--- src/design/blc_ctrl_pkg.sv ---
// Package: layout, reset value and modes of the black level control register
package blc_ctrl_pkg;

	// ****************************************************************
	// Register layout
	// ****************************************************************
	localparam int          RegWidth      = 16;
	localparam logic [15:0] CtrlReset     = 16'h07f8;
	localparam int          BitSkipSweep  = 15;
	localparam int          BitRestart    = 12;
	localparam int          BitKeepThresh = 11;
	localparam int          ModeHi        = 2;
	localparam int          ModeLo        = 1;
	localparam int          BitOverride   = 0;
	localparam logic [15:0] RsvdOnesMask  = 16'h07f8;
	localparam logic [15:0] RsvdZeroMask  = 16'h6000;
	localparam logic [15:0] WritableMask  = 16'h8807;

	// ****************************************************************
	// Calibration application modes
	// ****************************************************************
	typedef enum logic [1:0] {
		ApplyAdcOnly,
		ApplyAlways,
		ApplyNever
	} apply_mode_type;

endpackage : blc_ctrl_pkg

--- src/design/blc_sweep_seq.sv ---
// Sweep sequencer: one sweep request per trigger, answers with a done pulse
module blc_sweep_seq
	import blc_ctrl_pkg::*;
(
	input  wire logic clk,
	input  wire logic rst_n,
	input  wire logic start,
	output logic      busy,
	output logic      done
);

	typedef enum logic {Idle, Sweep} sweep_state_type;

	sweep_state_type stateReg;
	sweep_state_type stateNext;
	logic            doneReg;
	logic            doneNext;
	logic            busyReg;
	logic            busyNext;

	// Next state: a sweep lasts one cycle, then reports completion
	always_comb begin
		stateNext = stateReg;
		doneNext  = 1'b0;
		case (stateReg)
			Idle: begin
				if (start) begin
					stateNext = Sweep;
				end
			end
			Sweep: begin
				stateNext = Idle;
				doneNext  = 1'b1;
			end
			default: begin
				stateNext = Idle;
			end
		endcase
		// Busy is registered so the output comes straight from a flop
		busyNext = (stateNext == Sweep);
	end

	// State registers
	always_ff @(posedge clk) begin
		if (!rst_n) begin
			stateReg <= Idle;
			doneReg  <= 1'b0;
			busyReg  <= 1'b0;
		end else begin
			stateReg <= stateNext;
			doneReg  <= doneNext;
			busyReg  <= busyNext;
		end
	end

	assign busy = busyReg;
	assign done = doneReg;

endmodule : blc_sweep_seq

--- src/design/black_level_calib_control.sv ---
// Black level calibration control register and its control outputs
//
// Function
// - Writing one to bit 12 restarts filtered average and triggers a rapid sweep.
// - Bit 12 never stores; it reads back zero, even in the cycle the restart is accepted.
// - Bit 11 one keeps upper threshold after sweep; zero resets it.
// - Mode field 00 applies calibration only during converter operation.
// - Mode field 10 applies calibration continuously.
// - Mode bit 1 set disables correction and forces offsets to zero.
// - Bit 0 one selects host programmed correction values over automatic ones.
// - Reserved bits 10 to 3 reset to one; host writes ones.
// - Reserved bits 14 and 13 reset to zero; host writes zeros.
// - Bit 15 one skips the rapid sweep on new gain settings.
module black_level_calib_control
	import blc_ctrl_pkg::*;
(
	input  wire logic        clk,
	input  wire logic        rst_n,
	input  wire logic        wrEn,
	input  wire logic [15:0] wrData,
	input  wire logic        adcActive,
	input  wire logic        gainChanged,
	input  wire logic [9:0]  progOffset,
	input  wire logic [9:0]  autoOffset,
	output logic [15:0]      rdData,
	output logic             avgRestart,
	output logic             sweepStart,
	output logic             sweepActive,
	output logic             threshReset,
	output logic             calibApply,
	output logic             correctEnable,
	output logic [9:0]       offsetValue,
	output logic [9:0]       skewValue
);

	// ****************************************************************
	// Register storage
	// ****************************************************************
	logic [15:0]    ctrlReg;
	logic [15:0]    ctrlNext;
	logic           restartReg;
	logic           restartNext;
	logic           sweepReg;
	logic           sweepNext;
	logic           threshReg;
	logic           threshNext;
	logic           applyReg;
	logic           applyNext;
	logic           enableReg;
	logic           enableNext;
	logic [9:0]     offsetReg;
	logic [9:0]     offsetNext;
	logic [9:0]     skewReg;
	logic [9:0]     skewNext;
	logic           seqBusy;
	logic           seqDone;
	apply_mode_type mode;

	// Write path; reserved bits are held at their defaults whatever arrives
	always_comb begin
		ctrlNext = ctrlReg;
		ctrlNext[BitRestart] = 1'b0;
		if (wrEn) begin
			ctrlNext = (wrData & WritableMask) | RsvdOnesMask;
			ctrlNext[BitRestart] = 1'b0;
		end
	end

	// Restart pulse taken straight from the write so the bit never stores
	always_comb begin
		restartNext = wrEn & wrData[BitRestart];
	end

	// ****************************************************************
	// Mode decode
	// ****************************************************************
	// Bit 1 overrides bit 2, so X1 always means disabled
	always_comb begin
		if (ctrlReg[ModeLo]) begin
			mode = ApplyNever;
		end else if (ctrlReg[ModeHi]) begin
			mode = ApplyAlways;
		end else begin
			mode = ApplyAdcOnly;
		end
	end

	// Sweep request: restart always sweeps, gain change unless suppressed
	always_comb begin
		sweepNext = restartNext;
		if (gainChanged && !ctrlReg[BitSkipSweep]) begin
			sweepNext = 1'b1;
		end
		// Threshold reset only when not told to keep it
		threshNext = seqDone & ~ctrlReg[BitKeepThresh];
	end

	// Application and correction outputs
	always_comb begin
		applyNext  = 1'b0;
		enableNext = 1'b1;
		offsetNext = ctrlReg[BitOverride] ? progOffset : autoOffset;
		skewNext   = offsetNext;
		case (mode)
			ApplyAdcOnly: applyNext = adcActive;
			ApplyAlways:  applyNext = 1'b1;
			ApplyNever: begin
				enableNext = 1'b0;
				offsetNext = 10'h000;
				skewNext   = 10'h000;
			end
			default: applyNext = 1'b0;
		endcase
	end

	// ****************************************************************
	// Registers
	// ****************************************************************
	always_ff @(posedge clk) begin
		if (!rst_n) begin
			ctrlReg    <= CtrlReset;
			restartReg <= 1'b0;
			sweepReg   <= 1'b0;
			threshReg  <= 1'b0;
			applyReg   <= 1'b0;
			enableReg  <= 1'b0;
			offsetReg  <= 10'h000;
			skewReg    <= 10'h000;
		end else begin
			ctrlReg    <= ctrlNext;
			restartReg <= restartNext;
			sweepReg   <= sweepNext;
			threshReg  <= threshNext;
			applyReg   <= applyNext;
			enableReg  <= enableNext;
			offsetReg  <= offsetNext;
			skewReg    <= skewNext;
		end
	end

	// Sweep sequencer, started by the registered request
	blc_sweep_seq sweepSeq (
		.clk   (clk),
		.rst_n (rst_n),
		.start (sweepReg),
		.busy  (seqBusy),
		.done  (seqDone)
	);

	// Outputs, all from flip-flops
	assign rdData        = ctrlReg;
	assign avgRestart    = restartReg;
	assign sweepStart    = sweepReg;
	assign sweepActive   = seqBusy;
	assign threshReset   = threshReg;
	assign calibApply    = applyReg;
	assign correctEnable = enableReg;
	assign offsetValue   = offsetReg;
	assign skewValue     = skewReg;

endmodule : black_level_calib_control

--- config.mk ---
export PLATFORM = sky130hd
export DESIGN_NAME = black_level_calib_control
export DESIGN_NICKNAME = d
export VERILOG_FILES = /design/src/design/blc_ctrl_pkg.sv /design/src/design/blc_sweep_seq.sv /design/src/design/black_level_calib_control.sv
export SDC_FILE = /design/constraint.sdc
export NUM_CORES = 1
export LEC_CHECK = 0
export BUFFER_PORTS_ARGS = -buffer_cell sky130_fd_sc_hd__buf_2
export CAP_MARGIN = 20
export CORE_UTILIZATION = 33
export DETAILED_ROUTE_END_ITERATION = 16
export PLACE_DENSITY = 0.75
export SYNTH_ARGS = -nofsm -noshare
export SYNTH_HDL_FRONTEND = slang
export SYNTH_SLANG_ARGS = --single-unit
--- constraint.sdc ---
create_clock -name clk -period 0.8 [get_ports clk]
set_input_delay 0.24 -clock clk [delete_from_list [all_inputs] [get_ports clk]]
set_output_delay 0.24 -clock clk [all_outputs]
set_load 0.02 [all_outputs]
==> Implementation_results.wiki, run 1 <==
{| class="wikitable"
! Metric !! Value
|-
| Status || complete, but fails checks
|-
| Violated checks || negative setup slack
|-
| Final setup margin || -0.240 ns
|-
| Core footprint || between 0.002 and 0.003 mm2
|-
| Combined area of all synthesized cells || 925 um2
|-
| Startpoint-to-endpoint class of the critical path || reg2out
|-
| Number of vias per cell after detailed routing || 4.29
|-
| Critical-path top delay cell || sky130_fd_sc_hd__dfxtp_4
|-
| Data required time at the worst endpoint || ~0.56 ns
|-
| Placement Rows || 18
|-
| Total of flip-flops plus latches after synthesis || 22
|-
| Wire length of the first global-routing pass || about 2800 um
|-
| Ys Warns || 0
|-
| Stage delay of the slowest cell on the critical path || around 0.37 ns
|-
| Setup repair after global routing missed its margin || yes
|-
| List of cells traversed by the critical path || buf_6
|-
| Sum of buffers and inverters on the critical path || 1
|-
| DR WL/cell || about 12 um
|-
| Worst IR drop on VDD || 1.56 mV
|-
| Number of ports placed on the die boundary || 83
|-
| Stages on the worst setup path || 1
|-
| Synthesized instance count || just over 90
|-
| Port Buffers || 61
|-
| First-pass DRT Iterations || 3
|-
| Initial standard-cell utilization of the core || a little over a third
|-
| Clk sinks || 22
|-
| Top achievable clock speed || a little under 1000 MHz
|-
| Final critical delay including setup and external delays || 1.04 ns
|-
| Worst hold path type || in2reg
|-
| Mux share of post-synthesis cell area || 16.2%
|-
| Dpl hpwl || 1390 um
|-
| Largest family of logic cells by synthesized area || buffers and inverters
|-
| Global-route usage over all layers || 13.2%
|-
| Antenna violations before repair || 0
|-
| DRC errors left || 0
|-
| Critical path data arrival time || roughly 0.80 ns
|-
| Largest net degree at the start of global routing || 13
|-
| Total Power || approximately 2500 uW
|-
| ANT nets after route || 0
|-
| Number of buffers added by the clock tree synthesis step || 3
|-
| Share of the yosys chip area belonging to registers || between 40% and 50%
|-
| Clk pin slew, worst setup/hold paths || about 0.12 ns
|-
| Post-CTS Hold Buffers || 0
|-
| Maximum clock path buffer count || 2
|-
| Via count of the routed design || between 700 and 800
|-
| Compound-cell area share of the yosys netlist || 0.812%
|-
| Synth Area in Simple Gates || between 10% and 20%
|-
| Critical Path Sink Type || primary output
|-
| CP delay by family, top || flip-flops
|-
| Fraction of layout cells with a size suffix above 1 || between 60% and 70%
|-
| CP Max Fanout || 2
|-
| Worst-Skew Late Latency || approximately 0.3 ns
|-
| Net count of the finished layout || around 190
|-
| XOR/XNOR Fraction of Synth Area || 0%
|-
| Area of placed instances || roughly 0.0012 mm2
|-
| Die Span X || 54.9 um
|-
| Setup-failing EPs final || 43
|-
| Hold Violations, Final || 0
|-
| Total gr overflow || 0
|-
| Post-route design area || 0.00146 mm2
|-
| Leak || around 0.00073 uW
|-
| Cell at the root of the clock tree || sky130_fd_sc_hd__clkbuf_4
|-
| Number of global-route vias before repair || 701
|-
| Power Dens Cells || about 1700 mW/mm2
|-
| Y dimension of the die || 54.9 um
|-
| Part of the cycle the worst path needs || 130%
|-
| Setup_tns || -8.32 ns
|-
| Worst clock skew on the final layout || roughly 0.0069 ns
|-
| Total wirelength of the detailed-routed design || about 2100 um
|-
| Detailed Route Iter0 Violations || 5
|-
| Max Cap Violations || 0
|-
| Critical path startpoint category || flip-flop
|-
| Layout Area Growth over Synthesis || 57.8%
|-
| Core Util, Final || 56.8%
|-
| Clock tree from TritonCTS || yes
|-
| Worst hold stages || 3
|-
| Routability Congestion || roughly 0.69
|-
| Register-to-Register Path Depth || 4
|-
| Die area || 0.00302 mm2
|-
| Final Max Slew Viols || 0
|-
| Count of different cell masters after synthesis || 16
|-
| Antenna cells || 0
|-
| Deepest level of the CTS H-tree || 1
|-
| Arithmetic-cell share of the synthesized area counting full adders, half adders and majority gates || 0%
|-
| Mapped Avg Cell Area || 10.2 um2
|}
synthesized netlist by cell type (all sizes together):
library cell,n,area [um2]
dfxtp,22,440
mux2i,15,150
inv,1,3.75
nor2,13,48.8
and3,1,6.26
and2,1,6.26
nand2,2,7.51
nor2b,5,31.3
and3b,1,8.76
conb,2,7.51
a21boi,1,7.51
buf,25,186
nand2b,2,20.0
cells in the final DEF, fill, tap and decap left out, types with 2 or more instances in the layout:
cell	instances
sky130_fd_sc_hd__buf_2	30
sky130_fd_sc_hd__buf_4	11
sky130_fd_sc_hd__buf_6	27
sky130_fd_sc_hd__clkbuf_4	3
sky130_fd_sc_hd__conb_1	11
sky130_fd_sc_hd__dfxtp_2	19
sky130_fd_sc_hd__dfxtp_4	2
sky130_fd_sc_hd__mux2i_1	14
sky130_fd_sc_hd__nand2_1	2
sky130_fd_sc_hd__nand2b_4	2
sky130_fd_sc_hd__nor2_1	10
sky130_fd_sc_hd__nor2_2	3
sky130_fd_sc_hd__nor2b_1	5
sequential cells by signal, indices dropped and copies added, names as in the netlist:
name	flops
correctEnable	1
sweepSeq.done	1
skewValue	10
avgRestart	1
calibApply	1
sweepStart	1
rdData	5
threshReset	1
sweepSeq.busy	1
per-layer routing:
metal,vias to the layer above,wire length (um),global-route usage (%)
li1,373,-,-
met1,338,816,11.6
met2,57,1020,26.7
met3,0,270,6.28
met4,0,0,2.50
met5,-,0,0
kinds of logic after synthesis:
group | Yosys count
muxes | 15
other | 2
AOI/OAI and AO/OA | 1
DFF | 22
buffers and inverters | 26
and+or+nand+nor | 25
final timing paths:
path / endpoint / slack (ns) / startpoint
worst max-delay path: rdData[0] / -0.24 / rdData[0]
worst min-delay path: calibApply / 0.14 / adcActive
worst max register to register: skewValue[1] / -0.17 / rdData[0]
worst min register to register: threshReset / 0.43 / sweepSeq.done
per-stage QoR:
step | instances | worst slack [ns] | hold slack, ns
2_1_floorplan | 100 | -0.0505 | 0.356
3_3_place_gp | 169 | -0.0338 | 0.417
3_5_place_dp | 169 | -0.0551 | 0.420
4_1_cts | 178 | -0.247 | 0.149
5_1_grt | 179 | -0.281 | 0.139
6_report | 179 | -0.240 | 0.143
power by group:
group	internal, uW	switching, uW
clock network	278	326
registers	1170	47.7
logic	334	327
tightest hold or removal path: stages:
cell and delay (ns):
sky130_fd_sc_hd__buf_2 0.08, sky130_fd_sc_hd__nor2_1 0.03, sky130_fd_sc_hd__nor2_1 0.07
cell type report:
class	instances	area [um2]
Sequential cell	22	472
Tap cell	30	37.5
Timing Repair Buffer	69	557
Fill cell	228	1110
Clock buffer	4	36.3
Multi-Input combinational cell	53	353
Inverter	1	3.75
repair_timing:
action,in CTS,in global routing
setup endpoints to repair,41,45
pin swaps,1,3
cloned,0,1
gates resized for setup,70,13
buffers inserted,5,1
Note: power is estimated with default switching activity, not from simulation.
==> run 2: changes to the inputs <==
--- a/config.mk
+++ b/config.mk
@@ -5,7 +5,7 @@
 export SDC_FILE = /design/constraint.sdc
 export NUM_CORES = 1
 export LEC_CHECK = 0
-export BUFFER_PORTS_ARGS = -buffer_cell sky130_fd_sc_hd__buf_2
+export BUFFER_PORTS_ARGS = -buffer_cell sky130_fd_sc_hd__buf_4
 export CAP_MARGIN = 20
 export CORE_UTILIZATION = 33
 export DETAILED_ROUTE_END_ITERATION = 16
==> Implementation_results.wiki, run 2 (same netlist as run 1, synthesis figures left out) <==
{| class="wikitable"
! Metric !! Value
|-
| Sum of buffers and inverters on the critical path || 1 (unchanged)
|-
| Most common library cell in the layout ignoring fill and taps || sky130_fd_sc_hd__buf_4 (was sky130_fd_sc_hd__buf_2)
|-
| Critical path startpoint category || flip-flop (unchanged)
|-
| Net count of the finished layout || 189 (was 191)
|-
| Part of the cycle the worst path needs || 129% (was 130%)
|-
| Die area || 0.00302 mm2 (unchanged)
|-
| Busiest layer in global routing || met2 (unchanged)
|-
| Final setup margin || -0.230 ns (was -0.240 ns)
|-
| Clk sinks || 22 (unchanged)
|-
| Clk pin slew, worst setup/hold paths || 0.12 ns (about the same)
|-
| Number of ports placed on the die boundary || 83 (unchanged)
|-
| ANT nets after route || 0 (unchanged)
|-
| First-pass DRT Iterations || 4 (was 3)
|-
| Placement Rows || 18 (unchanged)
|-
| Max reg flops || 10 (unchanged)
|-
| List of cells traversed by the critical path || buf_4 (was buf_6)
|-
| Wire length of the first global-routing pass || 2620 um (was 2780 um)
|-
| Final Max Slew Viols || 0 (unchanged)
|-
| Top achievable clock speed || 971 MHz (was 962 MHz)
|-
| Detailed Route Iter0 Violations || 6 (was 5)
|-
| CP Max Fanout || 2 (unchanged)
|-
| Largest net degree at the start of global routing || 14 (was 13)
|-
| Maximum clock path buffer count || 2 (unchanged)
|-
| Layout fillers || 231 (was 228)
|-
| Number of vias per cell after detailed routing || 4.33 (was 4.29)
|-
| GR Layer Usage met2 || 23.7% (was 26.7%)
|-
| Total gr overflow || 0 (unchanged)
|-
| Total wirelength of the detailed-routed design || 2100 um (was 2110 um)
|-
| DRC errors left || 0 (unchanged)
|-
| Critical-path top delay cell || sky130_fd_sc_hd__dfxtp_2 (was sky130_fd_sc_hd__dfxtp_4)
|-
| Switch share || 25.1% (was 28.2%)
|-
| Deepest level of the CTS H-tree || 1 (unchanged)
|-
| Switching Power || 688 uW (was 701 uW)
|-
| Violated checks || negative setup slack (unchanged)
|-
| Critical path data arrival time || 0.79 ns (was 0.80 ns)
|-
| Final critical delay including setup and external delays || 1.03 ns (was 1.04 ns)
|-
| Area of placed instances || 0.00127 mm2 (was 0.00116 mm2)
|-
| Placement Setup Slack || -0.0816 ns (was -0.0551 ns)
|-
| Fraction of layout cells with a size suffix above 1 || 64.6% (was 67.1%)
|-
| Global-route usage over all layers || 12.1% (was 13.2%)
|-
| Clock power share || 30.1% (was 24.3%)
|-
| Layout Area Growth over Synthesis || 66.3% (was 57.8%)
|-
| Antenna cells || 0 (unchanged)
|-
| Routability Congestion || 0.672 (was 0.687)
|-
| Die Span X || 54.9 um (unchanged)
|-
| Worst IR drop on VDD || 1.31 mV (was 1.56 mV)
|-
| Startpoint-to-endpoint class of the critical path || reg2out (unchanged)
|-
| Status || complete, but fails checks (unchanged)
|-
| Y dimension of the die || 54.9 um (unchanged)
|-
| Antenna violations before repair || 0 (unchanged)
|-
| Met3 Use GR || 3.83% (was 6.28%)
|-
| Setup repair after global routing missed its margin || yes (unchanged)
|-
| Cell at the root of the clock tree || sky130_fd_sc_hd__clkbuf_4 (unchanged)
|-
| Stage delay of the slowest cell on the critical path || 0.34 ns (was 0.37 ns)
|-
| Leak || 0.000759 uW (was 0.000732 uW)
|-
| Via count of the routed design || 766 (was 768)
|-
| Critical Path Sink Type || primary output (unchanged)
|-
| Seq pwr share || 44.6% (was 49.1%)
|-
| Met1 track utilization from global routing || 12.4% (was 11.6%)
|-
| CP delay by family, top || flip-flops (unchanged)
|-
| Hold Violations, Final || 0 (unchanged)
|-
| Initial standard-cell utilization of the core || 36.0% (unchanged)
|-
| Number of buffers added by the clock tree synthesis step || 3 (unchanged)
|-
| Core footprint || 0.00257 mm2 (unchanged)
|-
| Combinational share of power || 25.2% (was 26.6%)
|-
| Power Dens Cells || 1780 mW/mm2 (was 1700 mW/mm2)
|-
| Worst-Skew Late Latency || 0.29 ns (was 0.30 ns)
|-
| Data required time at the worst endpoint || 0.56 ns (about the same)
|-
| Post-route design area || 0.00154 mm2 (was 0.00146 mm2)
|-
| Setup-failing EPs final || 42 (was 43)
|-
| Max Cap Violations || 0 (unchanged)
|-
| Clock tree from TritonCTS || yes (unchanged)
|-
| Worst hold path type || in2reg (unchanged)
|-
| Total Power || 2740 uW (was 2490 uW)
|-
| Worst clock skew on the final layout || 0.00179 ns (was 0.00687 ns)
|-
| DR WL/cell || 11.9 um (was 11.8 um)
|-
| Dpl hpwl || 1380 um (was 1390 um)
|-
| Post-CTS Hold Buffers || 0 (unchanged)
|-
| Most frequent cells in the layout || sky130_fd_sc_hd__buf_4 (40), sky130_fd_sc_hd__buf_6 (25), sky130_fd_sc_hd__dfxtp_2 (19) (was sky130_fd_sc_hd__buf_2 (30), sky130_fd_sc_hd__buf_6 (27), sky130_fd_sc_hd__dfxtp_2 (19))
|-
| Number of global-route vias before repair || 652 (was 701)
|-
| Port Buffers || 61 (unchanged)
|-
| Cell-internal power || 2050 uW (was 1790 uW)
|}
## run 2: what timing repair did
| item | 4_1_cts | 5_1_grt |
|---|---|---|
| pin swaps | 1 | 1 |
| buffers inserted | 4 | 1 |
| cloned | 0 | 2 |
| endpoints found under the setup margin | 41 | 45 |
| resized for setup | 40 | 9 |
## run 2: per-layer routing
| layer | vias up | wire, um | share of wire [%] |
|---|---|---|---|
| li1 | 368 | - | - |
| met2 | 53 | 1060 | 50 |
| met4 | 0 | 0 | 0 |
| met1 | 345 | 780 | 37 |
| met5 | - | 0 | 0 |
| met3 | 0 | 263 | 13 |
## run 2: path summary, 6_finish.rpt
path	startpoint	to	slack, ns	cells after the start
setup / recovery	skewValue[7]	skewValue[7]	-0.23	1
hold / removal	adcActive	calibApply	0.14	3
setup reg to reg	rdData[0]	skewValue[5]	-0.16	4
hold reg to reg	sweepSeq.done	threshReset	0.43	2
## run 2: layout make-up
cell class	count	area, um2	share of cell area, %
clock buffer	3	22.5	1.46
clock inverter	1	30.0	1.95
inverter	1	3.75	0.244
multi-input combinational	53	345	22.5
sequential	22	472	30.7
tap	30	37.5	2.44
timing repair buffer	67	627	40.8
## run 2: tightest hold or removal path, cell delays in order
cell and delay [ns]:
sky130_fd_sc_hd__buf_4 0.08, sky130_fd_sc_hd__nor2_1 0.03, sky130_fd_sc_hd__nor2_1 0.07
## run 2: power by group through the flow
stage          Sequential, uW  Clock, uW  Combinational, uW
3_5_place_dp             1240          0                567
3_3_place_gp             1230          0                561
2_1_floorplan            1300          0                315
5_1_grt                  1230        898                744
6_report                 1220        826                691
4_1_cts                  1220        858                642
## run 2: through the flow
| stage | setup TNS (ns) | hold WS (ns) | std cells | util (%) |
|---|---|---|---|---|
| floorplan | -0.854 | 0.356 | 100 | - |
| global placement | -0.369 | 0.415 | 166 | 49.7 |
| detailed placement | -0.514 | 0.419 | 166 | 49.7 |
| CTS | -8.75 | 0.153 | 174 | 56.9 |
| global route | -9.78 | 0.140 | 177 | 59.9 |
| finish | -8.06 | 0.143 | 177 | 59.9 |
==> run 3: changes to the inputs <==
--- a/config.mk
+++ b/config.mk
@@ -5,6 +5,7 @@
 export SDC_FILE = /design/constraint.sdc
 export NUM_CORES = 1
 export LEC_CHECK = 0
+export ABC_CLOCK_PERIOD_IN_PS = 800
 export BUFFER_PORTS_ARGS = -buffer_cell sky130_fd_sc_hd__buf_4
 export CAP_MARGIN = 20
 export CORE_UTILIZATION = 33
@@ -12,4 +13,5 @@
 export PLACE_DENSITY = 0.75
 export SYNTH_ARGS = -nofsm -noshare
 export SYNTH_HDL_FRONTEND = slang
+export SYNTH_HIERARCHICAL = 1
 export SYNTH_SLANG_ARGS = --single-unit
==> Implementation_results.wiki, run 3 <==
{| class="wikitable"
! Metric !! Value
|-
| Core footprint || 0.00254 mm2 (was 0.00257 mm2)
|-
| Final setup margin || -0.226 ns (was -0.230 ns)
|-
| Wire length of the first global-routing pass || 2830 um (was 2620 um)
|-
| Critical Path Sink Type || primary output (unchanged)
|-
| Switch share || 27.6% (was 25.1%)
|-
| Post-synth top area share || 47.9% (was 47.6%)
|-
| DR WL/cell || 12.0 um (was 11.9 um)
|-
| Yosys top cell by area || sky130_fd_sc_hd__dfxtp_1 (unchanged)
|-
| Violated checks || negative setup slack (unchanged)
|-
| Initial standard-cell utilization of the core || 36.1% (was 36.0%)
|-
| Final Max Slew Viols || 0 (unchanged)
|-
| First-pass DRT Iterations || 4 (unchanged)
|-
| Critical-path top delay cell || sky130_fd_sc_hd__dfxtp_4 (was sky130_fd_sc_hd__dfxtp_2)
|-
| Stage delay of the slowest cell on the critical path || 0.36 ns (was 0.34 ns)
|-
| Dpl hpwl || 1400 um (was 1380 um)
|-
| Maximum clock path buffer count || 2 (unchanged)
|-
| Most numerous cell types in the synthesized netlist || sky130_fd_sc_hd__buf_4 (23), sky130_fd_sc_hd__dfxtp_1 (22), sky130_fd_sc_hd__mux2i_1 (15) (was sky130_fd_sc_hd__buf_4 (22), sky130_fd_sc_hd__dfxtp_1 (22), sky130_fd_sc_hd__mux2i_1 (15))
|-
| Part of the cycle the worst path needs || 128% (was 129%)
|-
| Placement Rows || 18 (unchanged)
|-
| Most common cell in the netlist || sky130_fd_sc_hd__buf_4
|-
| Cell-internal power || 1770 uW (was 2050 uW)
|-
| Worst hold-check slack || 0.156 ns (was 0.143 ns)
|-
| Clock power share || 19.9% (was 30.1%)
|-
| Ys Warns || 6 (was 0)
|-
| Port Buffers || 61 (unchanged)
|-
| Worst clock skew on the final layout || 0.0145 ns (was 0.00179 ns)
|-
| Detailed Route Iter0 Violations || 6 (unchanged)
|-
| CP Max Fanout || 2 (unchanged)
|-
| Synthesized instance count || 90 (was 91)
|-
| Area of placed instances || 0.00127 mm2 (unchanged)
|-
| Global-route usage over all layers || 13.8% (was 12.1%)
|-
| Post-route design area || 0.00156 mm2 (was 0.00154 mm2)
|-
| Startpoint-to-endpoint class of the critical path || reg2out (unchanged)
|-
| Combinational share of power || 29.7% (was 25.2%)
|-
| Top achievable clock speed || 974 MHz (was 971 MHz)
|-
| Via count of the routed design || 770 (was 766)
|-
| Worst IR drop on VDD || 1.41 mV (was 1.31 mV)
|-
| Clock tree from TritonCTS || yes (unchanged)
|-
| Leak || 0.000761 uW (was 0.000759 uW)
|-
| Share of the yosys chip area belonging to registers || 47.9% (was 47.6%)
|-
| Setup-failing EPs final || 43 (was 42)
|-
| Number of vias per cell after detailed routing || 4.33 (about the same)
|-
| Power Dens Cells || 1560 mW/mm2 (was 1780 mW/mm2)
|-
| Commonest register cell after synthesis || sky130_fd_sc_hd__dfxtp_1 (unchanged)
|-
| Final critical delay including setup and external delays || 1.03 ns (about the same)
|-
| Switching Power || 674 uW (was 688 uW)
|-
| Die area || 0.00300 mm2 (was 0.00302 mm2)
|-
| Fraction of layout cells with a size suffix above 1 || 67.6% (was 64.6%)
|-
| Layout fillers || 220 (was 231)
|-
| Mapped Avg Cell Area || 10.2 um2 (about the same)
|-
| FF/Latch Area || 469 um2 (was 472 um2)
|-
| Max Cap Violations || 0 (unchanged)
|-
| Worst-Skew Late Latency || 0.30 ns (was 0.29 ns)
|-
| Combined area of all synthesized cells || 920 um2 (was 925 um2)
|-
| Critical path data arrival time || 0.79 ns (about the same)
|-
| Sum of buffers and inverters on the critical path || 1 (unchanged)
|-
| Y dimension of the die || 54.8 um (was 54.9 um)
|-
| Most frequent cells in the layout || sky130_fd_sc_hd__buf_6 (34), sky130_fd_sc_hd__buf_4 (32), sky130_fd_sc_hd__dfxtp_2 (20) (was sky130_fd_sc_hd__buf_4 (40), sky130_fd_sc_hd__buf_6 (25), sky130_fd_sc_hd__dfxtp_2 (19))
|-
| Routability Congestion || 0.624 (was 0.672)
|-
| Die Span X || 54.8 um (was 54.9 um)
|-
| Total wirelength of the detailed-routed design || 2140 um (was 2100 um)
|-
| Total of flip-flops plus latches after synthesis || 22 (unchanged)
|-
| Setup_tns || -8.11 ns (was -8.06 ns)
|-
| Count of different cell masters after synthesis || 15 (was 16)
|-
| Largest net degree at the start of global routing || 13 (was 14)
|-
| Layout Area Growth over Synthesis || 69.9% (was 66.3%)
|-
| ANT nets after route || 0 (unchanged)
|-
| Worst hold path type || in2reg (unchanged)
|-
| Critical path startpoint category || flip-flop (unchanged)
|-
| Clk pin slew, worst setup/hold paths || 0.12 ns (about the same)
|-
| Stages on the worst setup path || 1 (unchanged)
|-
| Area of the multi-input gates || 358 um2 (was 345 um2)
|-
| Clk sinks || 22 (unchanged)
|-
| Total gr overflow || 0 (unchanged)
|-
| Antenna violations before repair || 0 (unchanged)
|-
| Antenna cells || 0 (unchanged)
|-
| Register-to-Register Path Depth || 4 (unchanged)
|-
| Data required time at the worst endpoint || 0.56 ns (about the same)
|-
| CP delay by family, top || flip-flops (unchanged)
|-
| Placement Setup Slack || -0.0810 ns (was -0.0816 ns)
|-
| Seq pwr share || 50.4% (was 44.6%)
|-
| Hold Violations, Final || 0 (unchanged)
|-
| Most common library cell in the layout ignoring fill and taps || sky130_fd_sc_hd__buf_6 (was sky130_fd_sc_hd__buf_4)
|-
| Number of buffers added by the clock tree synthesis step || 3 (unchanged)
|-
| Number of global-route vias before repair || 682 (was 652)
|-
| EDFF count, synth || 0 (unchanged)
|-
| Area contributors post-synth || sky130_fd_sc_hd__dfxtp_1 (48%), sky130_fd_sc_hd__buf_4 (19%), sky130_fd_sc_hd__mux2i_1 (16%) (was sky130_fd_sc_hd__dfxtp_1 (48%), sky130_fd_sc_hd__buf_4 (18%), sky130_fd_sc_hd__mux2i_1 (16%))
|-
| List of cells traversed by the critical path || buf_6 (was buf_4)
|-
| Net count of the finished layout || 190 (was 189)
|-
| Async set or reset register ratio after synthesis || 0% (unchanged)
|-
| Status || complete, but fails checks (unchanged)
|-
| DRC errors left || 0 (unchanged)
|-
| Max reg flops || 10 (unchanged)
|-
| Setup repair after global routing missed its margin || yes (unchanged)
|-
| Worst hold stages || 3 (unchanged)
|-
| Cell at the root of the clock tree || sky130_fd_sc_hd__clkbuf_4 (unchanged)
|-
| Number of ports placed on the die boundary || 83 (unchanged)
|-
| Deepest level of the CTS H-tree || 1 (unchanged)
|}
==> run 3: final timing paths <==
kind	from	to	slack [ns]
worst min register to register	sweepSeq/done	threshReset	0.43
worst max-delay path	rdData[0]	rdData[0]	-0.23
worst min-delay path	adcActive	calibApply	0.16
worst max register to register	rdData[0]	skewValue[3]	-0.21
==> run 3: repair_timing <==
item,4_1_cts,5_1_grt
gates cloned,0,2
setup endpoints to repair,41,47
hold buffers,0,0
buffers inserted,6,1
pin swaps,1,2
resized for setup,54,9
==> run 3: through the flow <==
stage          cells  util, %  total power [uW]
5_1_grt          178     61.4              2590
6_report         178     61.4              2440
3_5_place_dp     166     50.1              1810
2_1_floorplan     99        -              1620
3_3_place_gp     166     50.1              1800
4_1_cts          176     58.8              2440
==> run 3: power by group through the flow <==
stage	combinational, uW	sequential, uW	clock (uW)
4_1_cts	681	1230	529
3_5_place_dp	568	1240	0
5_1_grt	781	1240	569
6_report	725	1230	487
2_1_floorplan	313	1310	0
3_3_place_gp	561	1240	0
==> run 3: logic make-up (layout without fill, tap and decap cells) <==
kind of cell	after synthesis	count (layout)	share of synthesized area (%)
other cells	2	11	0.817
buf+inv	25	73	20.4
compound gates	1	1	0.817
mux	15	15	16.3
flops	22	22	47.9
simple gates	25	26	13.7
==> run 3: layer usage <==
| metal | part of all wire (%) | vias to the layer above | GRT usage, % |
|---|---|---|---|
| met2 | 52 | 49 | 26.3 |
| met4 | 0 | 0 | 2.56 |
| met3 | 12 | 0 | 6.11 |
| met5 | 0 | - | 0 |
| met1 | 37 | 350 | 13.5 |
| li1 | - | 371 | - |
==> run 3: layout make-up <==
type	instances	area share, %
timing repair buffer	68	42.8
sequential	22	30.0
multi-input combinational	53	22.9
tap	30	2.40
clock buffer	4	1.68
inverter	1	0.240
